==> config.mk <==
export PLATFORM = sky130hd
export DESIGN_NAME = ddr2_write_burst
export DESIGN_NICKNAME = d
export VERILOG_FILES = /design/src/ddr2_write_burst_pkg.sv /design/src/ddr2_write_burst.sv
export SDC_FILE = /design/constraint.sdc
export NUM_CORES = 1
export LEC_CHECK = 0
export ABC_CLOCK_PERIOD_IN_PS = 11950
export BUFFER_PORTS_ARGS = -buffer_cell sky130_fd_sc_hd__buf_2
export CAP_MARGIN = 15
export CORE_MARGIN = 3
export CORE_UTILIZATION = 43
export DETAILED_ROUTE_END_ITERATION = 8
export GPL_TIMING_DRIVEN = 1
export PLACE_DENSITY = 0.61
export SLEW_MARGIN = 20
export SYNTH_ARGS = -nofsm -noshare
export SYNTH_HDL_FRONTEND = slang
export SYNTH_SLANG_ARGS = --single-unit
==> constraint.sdc <==
create_clock -name CLK_IN -period 11.95 [get_ports CLK_IN]
set_input_delay 0 -clock CLK_IN [delete_from_list [all_inputs] [get_ports CLK_IN]]
set_output_delay 0 -clock CLK_IN [all_outputs]
set_load 0.1 [all_outputs]
==> src/ddr2_write_burst_pkg.sv <==
package ddr2_write_burst_pkg;

    // --------------------------------------------------------------
    // Register map
    // --------------------------------------------------------------
    localparam int          REG_ADDR_WIDTH     = 8;
    localparam int          REG_DATA_WIDTH     = 32;
    localparam logic [7:0]  CONFIG_OFFSET      = 8'h00;
    localparam logic [7:0]  STATUS_OFFSET      = 8'h04;
    localparam logic [7:0]  LAST_DATA_OFFSET   = 8'h08;
    localparam logic [7:0]  CAPTURE_CNT_OFFSET = 8'h0c;

    // --------------------------------------------------------------
    // Config field positions
    // --------------------------------------------------------------
    localparam int CAS_LSB      = 0;
    localparam int CAS_MSB      = 2;
    localparam int BL8_BIT      = 3;
    localparam int RECOVERY_LSB = 4;
    localparam int RECOVERY_MSB = 6;

    // --------------------------------------------------------------
    // Status field positions
    // --------------------------------------------------------------
    localparam int ST_ACTIVE_BIT   = 0;
    localparam int ST_PENDING_BIT  = 1;
    localparam int ST_PRECH_BIT    = 2;
    localparam int ST_ELEM_LSB     = 4;
    localparam int ST_ELEM_MSB     = 7;

    // --------------------------------------------------------------
    // Reset values
    // --------------------------------------------------------------
    localparam logic [2:0] CAS_RESET      = 3'h3;
    localparam logic       BL8_RESET      = 1'b0;
    localparam logic [2:0] RECOVERY_RESET = 3'h3;

    // --------------------------------------------------------------
    // Burst geometry in data elements, latency and command spacing in CK cycles
    // --------------------------------------------------------------
    localparam logic [3:0] BURST_SHORT     = 4'h4;
    localparam logic [3:0] BURST_LONG      = 4'h8;
    localparam logic [3:0] PREFETCH_ELEMS  = 4'h4;
    localparam logic [2:0] WRITE_LAT_DELTA = 3'h1;
    localparam logic [2:0] TRUNC_SPACING   = 3'h2;

endpackage

==> src/ddr2_write_burst.sv <==
// The implementer's own choices: the strobed register port and the placing of the registers.
module ddr2_write_burst
    import ddr2_write_burst_pkg::*;
#(
    parameter int DATA_WIDTH = 8,
    parameter int BANK_WIDTH = 3,
    parameter int COL_WIDTH  = 10
) (
    // Clock and reset
    input  wire logic                                  CLK_IN,
    input  wire logic                                  SYS_RST_IN,
    // Register port
    input  wire logic [ddr2_write_burst_pkg::REG_ADDR_WIDTH-1:0] REG_ADDR_IN,
    input  wire logic [ddr2_write_burst_pkg::REG_DATA_WIDTH-1:0] REG_WDATA_IN,
    input  wire logic                                  REG_WR_IN,
    input  wire logic                                  REG_RD_IN,
    output logic [ddr2_write_burst_pkg::REG_DATA_WIDTH-1:0]      REG_RDATA_OUT,
    // Memory pins
    input  wire logic                                  CK_IN,
    input  wire logic                                  WRITE_CMD_IN,
    input  wire logic                                  AUTO_PRECHARGE_IN,
    input  wire logic [BANK_WIDTH-1:0]                 BANK_IN,
    input  wire logic [COL_WIDTH-1:0]                  COLUMN_IN,
    input  wire logic                                  STROBE_IN,
    input  wire logic [DATA_WIDTH-1:0]                 DQ_IN,
    output logic [DATA_WIDTH-1:0]                      DQ_OUT,
    output logic                                       DQ_OE_OUT,
    // Captured data to the array
    output logic [DATA_WIDTH-1:0]                      DATA_OUT,
    output logic                                       DATA_VALID_OUT,
    output logic [BANK_WIDTH-1:0]                      DATA_BANK_OUT,
    output logic [COL_WIDTH-1:0]                       DATA_COLUMN_OUT,
    // Row close request
    output logic                                       ROW_CLOSE_OUT,
    output logic [BANK_WIDTH-1:0]                      ROW_CLOSE_BANK_OUT
);

    // --------------------------------------------------------------
    // State
    // --------------------------------------------------------------
    typedef struct packed {
        logic [2:0]                  ck_s;
        logic [2:0]                  strobe_s;
        logic [1:0]                  cmd_s;
        logic [1:0]                  ap_s;
        logic [1:0][BANK_WIDTH-1:0]  bank_s;
        logic [1:0][COL_WIDTH-1:0]   col_s;
        logic [1:0][DATA_WIDTH-1:0]  dq_s;
        logic [2:0]                  cas_latency;
        logic                        burst_length8;
        logic [2:0]                  recovery_setting_field;
        logic                        active;
        logic [BANK_WIDTH-1:0]       cur_bank;
        logic [COL_WIDTH-1:0]        cur_col;
        logic                        cur_ap;
        logic                        cur_len8;
        logic [3:0]                  elem;
        logic [2:0]                  wl_cnt;
        logic [2:0]                  since_cmd;
        logic                        pend;
        logic [BANK_WIDTH-1:0]       pend_bank;
        logic [COL_WIDTH-1:0]        pend_col;
        logic                        pend_ap;
        logic                        pend_len8;
        logic                        trunc;
        logic                        pre_run;
        logic [2:0]                  pre_cnt;
        logic [BANK_WIDTH-1:0]       pre_bank;
        logic                        close;
        logic [BANK_WIDTH-1:0]       close_bank;
        logic [DATA_WIDTH-1:0]       data;
        logic                        data_valid;
        logic [BANK_WIDTH-1:0]       data_bank;
        logic [COL_WIDTH-1:0]        data_col;
        logic [DATA_WIDTH-1:0]       last_data;
        logic [15:0]                 cap_count;
        logic [REG_DATA_WIDTH-1:0]   rdata;
    } state_type;

    state_type state_reg;
    state_type state_next;

    logic       ck_rise;
    logic       strobe_rise;
    logic       strobe_fall;
    logic [2:0] write_latency;
    logic [3:0] burst_len;
    logic       take_elem;
    logic       burst_end;

    // --------------------------------------------------------------
    // Edge detection on synchronised pins
    // --------------------------------------------------------------
    // Strobe and CK share equal synchroniser depth, so their order holds
    assign ck_rise     = state_reg.ck_s[1] & ~state_reg.ck_s[2];
    assign strobe_rise = state_reg.strobe_s[1] & ~state_reg.strobe_s[2];
    assign strobe_fall = ~state_reg.strobe_s[1] & state_reg.strobe_s[2];
    assign write_latency = state_reg.cas_latency - WRITE_LAT_DELTA;
    assign burst_len = state_reg.cur_len8 ? BURST_LONG : BURST_SHORT;

    // First element needs a rising edge, later ones take both edges
    assign take_elem = state_reg.active && state_reg.wl_cnt == 3'h0 &&
        (strobe_rise || (state_reg.elem != 4'h0 && strobe_fall));

    // A cut happens only at the prefetch boundary of a flagged burst
    assign burst_end = take_elem &&
        ((state_reg.elem + 4'h1 == burst_len) ||
         (state_reg.trunc &&
          state_reg.elem + 4'h1 == PREFETCH_ELEMS));

    // Write-only block: data pins never driven
    assign DQ_OUT    = '0;
    assign DQ_OE_OUT = 1'b0;

    // --------------------------------------------------------------
    // Next state
    // --------------------------------------------------------------
    always_comb begin
        state_next = state_reg;
        state_next.ck_s     = {state_reg.ck_s[1:0], CK_IN};
        state_next.strobe_s = {state_reg.strobe_s[1:0], STROBE_IN};
        state_next.cmd_s    = {state_reg.cmd_s[0], WRITE_CMD_IN};
        state_next.ap_s     = {state_reg.ap_s[0], AUTO_PRECHARGE_IN};
        state_next.bank_s   = {state_reg.bank_s[0], BANK_IN};
        state_next.col_s    = {state_reg.col_s[0], COLUMN_IN};
        state_next.dq_s     = {state_reg.dq_s[0], DQ_IN};
        state_next.data_valid = 1'b0;
        state_next.close      = 1'b0;

        // Preamble window opens one CK early so an early strobe is kept
        if (ck_rise && state_reg.wl_cnt != 3'h0) begin
            state_next.wl_cnt = state_reg.wl_cnt - 3'h1;
        end
        if (ck_rise && state_reg.since_cmd != 3'h7) begin
            state_next.since_cmd = state_reg.since_cmd + 3'h1;
        end

        // Data capture
        if (take_elem) begin
            state_next.data       = state_reg.dq_s[1];
            state_next.data_valid = 1'b1;
            state_next.data_bank  = state_reg.cur_bank;
            state_next.data_col   = state_reg.cur_col +
                COL_WIDTH'(state_reg.elem);
            state_next.last_data  = state_reg.dq_s[1];
            state_next.cap_count  = state_reg.cap_count + 16'h1;
            state_next.elem       = state_reg.elem + 4'h1;
        end

        // Burst end: hand over to a queued write or go idle
        if (burst_end) begin
            if (state_reg.cur_ap && !state_reg.trunc) begin
                // Recovery counted from burst end, in CK cycles
                state_next.pre_run  = 1'b1;
                state_next.pre_cnt  = state_reg.recovery_setting_field;
                state_next.pre_bank = state_reg.cur_bank;
            end
            state_next.elem  = 4'h0;
            state_next.trunc = 1'b0;
            if (state_reg.pend) begin
                // Queued burst streams straight on
                state_next.cur_bank = state_reg.pend_bank;
                state_next.cur_col  = state_reg.pend_col;
                state_next.cur_ap   = state_reg.pend_ap;
                state_next.cur_len8 = state_reg.pend_len8;
                state_next.pend     = 1'b0;
            end else begin
                // Nothing queued: strobe edges now fall on deaf ears
                state_next.active = 1'b0;
            end
        end

        // Command intake on CK rise
        if (ck_rise && state_reg.cmd_s[1]) begin
            state_next.since_cmd = 3'h0;
            if (!state_reg.active || (burst_end && !state_reg.pend)) begin
                state_next.active   = 1'b1;
                state_next.cur_bank = state_reg.bank_s[1];
                state_next.cur_col  = state_reg.col_s[1];
                state_next.cur_ap   = state_reg.ap_s[1];
                state_next.cur_len8 = state_reg.burst_length8;
                state_next.elem     = 4'h0;
                state_next.trunc    = 1'b0;
                state_next.wl_cnt   = write_latency - 3'h1;
            end else if (!state_reg.pend) begin
                state_next.pend      = 1'b1;
                state_next.pend_bank = state_reg.bank_s[1];
                state_next.pend_col  = state_reg.col_s[1];
                state_next.pend_ap   = state_reg.ap_s[1];
                state_next.pend_len8 = state_reg.burst_length8;
                // Cut only a long burst without auto precharge, 2 CK on
                state_next.trunc = state_reg.cur_len8 &&
                    !state_reg.cur_ap &&
                    state_reg.since_cmd + 3'h1 == TRUNC_SPACING;
            end
        end

        // Row close after recovery; zero setting still waits one CK
        if (ck_rise && state_reg.pre_run) begin
            if (state_reg.pre_cnt <= 3'h1) begin
                state_next.pre_run    = 1'b0;
                state_next.close      = 1'b1;
                state_next.close_bank = state_reg.pre_bank;
            end else begin
                state_next.pre_cnt = state_reg.pre_cnt - 3'h1;
            end
        end

        // Register writes
        if (REG_WR_IN && REG_ADDR_IN == CONFIG_OFFSET) begin
            state_next.cas_latency =
                REG_WDATA_IN[CAS_MSB:CAS_LSB];
            state_next.burst_length8 = REG_WDATA_IN[BL8_BIT];
            state_next.recovery_setting_field =
                REG_WDATA_IN[RECOVERY_MSB:RECOVERY_LSB];
        end

        // Register reads, data one cycle later
        state_next.rdata = '0;
        if (REG_RD_IN) begin
            unique case (REG_ADDR_IN)
                CONFIG_OFFSET: begin
                    state_next.rdata[CAS_MSB:CAS_LSB] =
                        state_reg.cas_latency;
                    state_next.rdata[BL8_BIT] = state_reg.burst_length8;
                    state_next.rdata[RECOVERY_MSB:RECOVERY_LSB] =
                        state_reg.recovery_setting_field;
                end
                STATUS_OFFSET: begin
                    state_next.rdata[ST_ACTIVE_BIT]  = state_reg.active;
                    state_next.rdata[ST_PENDING_BIT] = state_reg.pend;
                    state_next.rdata[ST_PRECH_BIT]   = state_reg.pre_run;
                    state_next.rdata[ST_ELEM_MSB:ST_ELEM_LSB] =
                        state_reg.elem;
                end
                LAST_DATA_OFFSET: begin
                    state_next.rdata[DATA_WIDTH-1:0] = state_reg.last_data;
                end
                CAPTURE_CNT_OFFSET: begin
                    state_next.rdata[15:0] = state_reg.cap_count;
                end
                default: begin
                    state_next.rdata = '0;
                end
            endcase
        end
    end

    // --------------------------------------------------------------
    // State register
    // --------------------------------------------------------------
    always_ff @(posedge CLK_IN or posedge SYS_RST_IN) begin
        if (SYS_RST_IN) begin
            state_reg <= '0;
            state_reg.cas_latency <= CAS_RESET;
            state_reg.burst_length8 <= BL8_RESET;
            state_reg.recovery_setting_field <= RECOVERY_RESET;
        end else begin
            state_reg <= state_next;
        end
    end

    // --------------------------------------------------------------
    // Outputs
    // --------------------------------------------------------------
    assign REG_RDATA_OUT      = state_reg.rdata;
    assign DATA_OUT           = state_reg.data;
    assign DATA_VALID_OUT     = state_reg.data_valid;
    assign DATA_BANK_OUT      = state_reg.data_bank;
    assign DATA_COLUMN_OUT    = state_reg.data_col;
    assign ROW_CLOSE_OUT      = state_reg.close;
    assign ROW_CLOSE_BANK_OUT = state_reg.close_bank;

endmodule // ddr2_write_burst

==> results list <==
* Actual slew at the worst max-slew pin: 1.06 ns
* Number of synthesized flops with an enable pin: 0
* Critical Path Start Type: flop
- The analysis attributes to net switching a power of 0.000682 W.
* Top cell by count, worst path: mux2_2
- After detailed routing, the number of vias per cell comes to 4.78.
- The worst pin sits at a relative slew slack of 0.286.
- After synthesis, the cell types taking the most area are dfrtp_1 (57%), mux2_2 (7.7%), buf_4 (6.8%).
- Routed Antenna Nets: 0
- The worst hold path passes through 3 cells.
- Clock share of power: 0.300
- Pins over their slew limit: 0
* Number of standard cells in the final layout excluding fillers: 897
* Residual DRC count: 0
* Post-route setup TNS: 0 ns
- The detailed router used layers up to and including met4.
* Flip-flop count of the largest register, all copies and words added: 106
- The initialized floorplan defines 46 standard-cell rows.
- The later pin in the worst-skew pair is clocked with a latency of 0.42 ns.
- Measured on the finished design, the core utilization comes to 0.519.
- Wire segments on met2 add up to 6540 um in the final route.
* Metal3 WL: 649 um
- Ranked by instance count, the synthesized netlist is headed by dfrtp_1 (163), nand2_1 (80), buf_4 (65).
* Sequential group share of total power: 0.408
- For this run, the leading register cell type out of synthesis is dfrtp_1.
- Delay of the slowest cell on the worst path: 0.88 ns
* Placed Area: 0.00744 mm^2
- Weighted congestion at the end of routability-driven global placement: 0.773
- The detailed router finished its first iteration with 223 violations.
- The die is 135 um wide.
- Async S/R FF share, synth: 1.00
- Entering global routing, the biggest net connects 86 pins.
- The floorplan step defined a die boundary enclosing 0.0183 mm^2.
- In this run, synthesis produced a sequential element count of 167.
- The critical path contains buffers and inverters numbering 2 combined.
- Clock Skews: 0.00592 ns
- After the last flow step, the layout net total stands at 752.
- Critical-path cell with the highest stage delay: nand4_1
* Path class of the lowest-slack min-delay path: in -> reg
- Pin placement for this block handled 136 I/O pins.
- Endpoints failing setup: 0
- Including well taps, the total number of placed cells is 831.
- Critical Path, Cell by Cell: inv_1, ha_1, nor3b_1, o21ai_1, nand3_1, inv_2, nand4_1, mux2_2, mux2_2
- The repair_antennas step left the layout with diodes totalling 0.
* Overall routing resource usage: 0.156
* Result of the run: completed
- The die is 135 um tall.
- The smallest clock period supported by the final layout is computed as 3.55 ns.
- Crit path capture type: flop
* Relative area change from synthesis to final layout: 16.5%
* Crit Path Class: reg -> reg
- Final std cell area, no fill: 0.00837 mm^2
- Averaged over all synthesized cells, the footprint is 12.3 um^2.
* Number of cells traversed by the worst register-to-register path: 9
- Core Box Area: 0.0161 mm^2
- Share of synthesized area occupied by flip-flops and latches: 0.582
- The number of gates resized after CTS was 0.
* Fraction of layout cells with a size suffix above 1: 0.285
- The final number of hold-violating endpoints is 0.
- CP Depth: 9
- Total power divided by cell area: 214 mW/mm^2
- Yosys printed 0 warnings.
- Counting distinct cell types in the post-synthesis netlist gives 56.
- Based on the critical path, the design can be clocked at up to 281 MHz.
- Of the post-synthesis cell area, the dominant cell type holds 0.568.
- Across the run, the number of max-cap violations was 0.
- For this configuration, the core starts out at a cell density of 0.446.
* Detailed-route via count: 4285
* Fraction of the cycle the final worst path needs: 0.297
* Clock tree root driver cell: clkbuf_16
* Post-DR wirelength/cell: 14.8 um
- TritonCTS built the clock tree.
- After global routing the overflow that remains totals 0.
- Lkg Pwr: 4.11 nW
* Global-route wire length before repair: 22200 um
* Initial antenna violation count: 0
* H-tree levels: 4
- Clock buffer depth: 2
- Clock Sinks: 167
* Internal power summed over all cells: 0.00111 W
- Unrepaired setup endpoints after global routing: no
* Count of input and output buffers: 85
* Cell family with most CP delay: simple AND/OR/NAND/NOR gates
- Of the total power, the share spent switching nets is 0.380.
- Clock-pin slew was measured on the worst setup and hold paths at 0.06 ns.
- Yosys top cell by area: dfrtp_1
- In the final routing, the length of wire on met1 measures 5870 um.
- Vias in the first global route: 4431
- The share of total power dissipated in combinational logic is 0.292.
- Of all nets on the critical path, the largest fanout is 28.
- Wires add up to 13300 um.
- Synthesis produced 582 cells.
* Number of buffers created by CTS: 17
- Setup slack on the worst reg-to-reg path comes out at 8.40 ns.
- For the worst setup path, the data required time is 12.26 ns.
* Dominant cell by count in the synthesized netlist: dfrtp_1
* Cell Area, Synth: 0.00719 mm^2
* Maximum resistive drop on vdd: 0.130 mV
* Placed wire-length estimate after detailed placement: 8970 um
- STA puts the critical path data arrival time at 3.86 ns.
- First-pass iteration count of the detailed router: 4
[final timing paths]
path / startpoint / end
min in group asynchronous: SYS_RST_IN / state_next[165]
worst min register to register: state_next[180] / state_reg[180]
worst min-delay path: REG_ADDR_IN[2] / REG_RDATA_OUT[2]
max in group asynchronous: SYS_RST_IN / DATA_BANK_OUT[2]
worst max register to register: state_reg[113] / state_reg[125]
worst max-delay path: state_reg[113] / state_reg[125]
[power groups by stage]
stage | sequential, W | clock (W) | combinational, W
5_1_grt | 0.000746 | 0.000585 | 0.000556
3_5_place_dp | 0.000742 | 0 | 0.000518
6_report | 0.000732 | 0.000538 | 0.000523
2_1_floorplan | 0.000717 | 0 | 0.000498
4_1_cts | 0.000733 | 0.000555 | 0.000529
3_3_place_gp | 0.000737 | 0 | 0.000508
[cell type report]
| type | instances | area, um^2 |
|---|---|---|
| clock buffers | 19 | 443 |
| clock inverters | 13 | 146 |
| fillers | 1443 | 7740 |
| inverters | 14 | 57.6 |
| multi-input cells | 346 | 2480 |
| flip-flops and latches | 167 | 4180 |
| well taps | 216 | 270 |
| repair buffers | 122 | 792 |
[per-stage QoR]
stage	total power, W	setup slack [ns]	hold WS, ns
after floorplan	0.00121	7.44	0.0314
after global placement	0.00125	8.44	0.107
after detailed placement	0.00126	8.36	0.109
after CTS	0.00182	8.34	0.0203
after global routing	0.00189	8.11	0.0295
final	0.00179	8.40	0.0444
[layer usage]
layer  vias to the layer above  GRT usage
met5                         -          0
met4                         0     0.0571
met3                        20     0.0442
met2                       117      0.251
met1                      2108      0.202
li1                       2040          -
[kinds of logic after synthesis]
kind of cell | Yosys count | synth area share
simple gates | 171 | 0.119
flops | 167 | 0.582
buf+inv | 93 | 0.0857
mux | 65 | 0.114
compound gates | 42 | 0.0374
xor+xnor | 28 | 0.0341
fa+ha+maj | 15 | 0.0272
other cells | 1 | 0.000522
[repair_timing]
| item | in CTS | in global routing |
|---|---|---|
| endpoints found under the hold margin | 118 | 0 |
| setup endpoints to repair | 0 | 0 |
| hold buffers | 34 | 0 |
| setup buffers | 0 | 0 |
[worst register-to-register path, cell delays in order (launching register included)]
cell	delay (ns)
dfrtp_1	0.53
inv_1	0.14
ha_1	0.20
nor3b_1	0.13
o21ai_1	0.15
nand3_1	0.12
inv_2	0.43
nand4_1	0.88
mux2_2	0.58
mux2_2	0.27
[placed cells by master (no fill, tap or decap), types with 9 or more instances in the layout]
| cell | Yosys | final |
|---|---|---|
| dfrtp_1 | 163 | 163 |
| buf_2 | 3 | 85 |
| nand2_1 | 80 | 80 |
| mux2_2 | 49 | 49 |
| dlygate4sd3_1 | 0 | 34 |
| conb_1 | 1 | 25 |
| nor2_1 | 20 | 20 |
| o21ai_0 | 17 | 17 |
| clkbuf_16 | 0 | 17 |
| xnor2_1 | 15 | 15 |
| ha_1 | 14 | 14 |
| xor2_1 | 13 | 13 |
| inv_1 | 13 | 12 |
| nand3_1 | 12 | 12 |
| and2_1 | 10 | 10 |
| nand2b_1 | 9 | 9 |
| nand4_1 | 9 | 9 |
| mux2_4 | 9 | 9 |
Note: power is estimated with default switching activity, not from simulation.
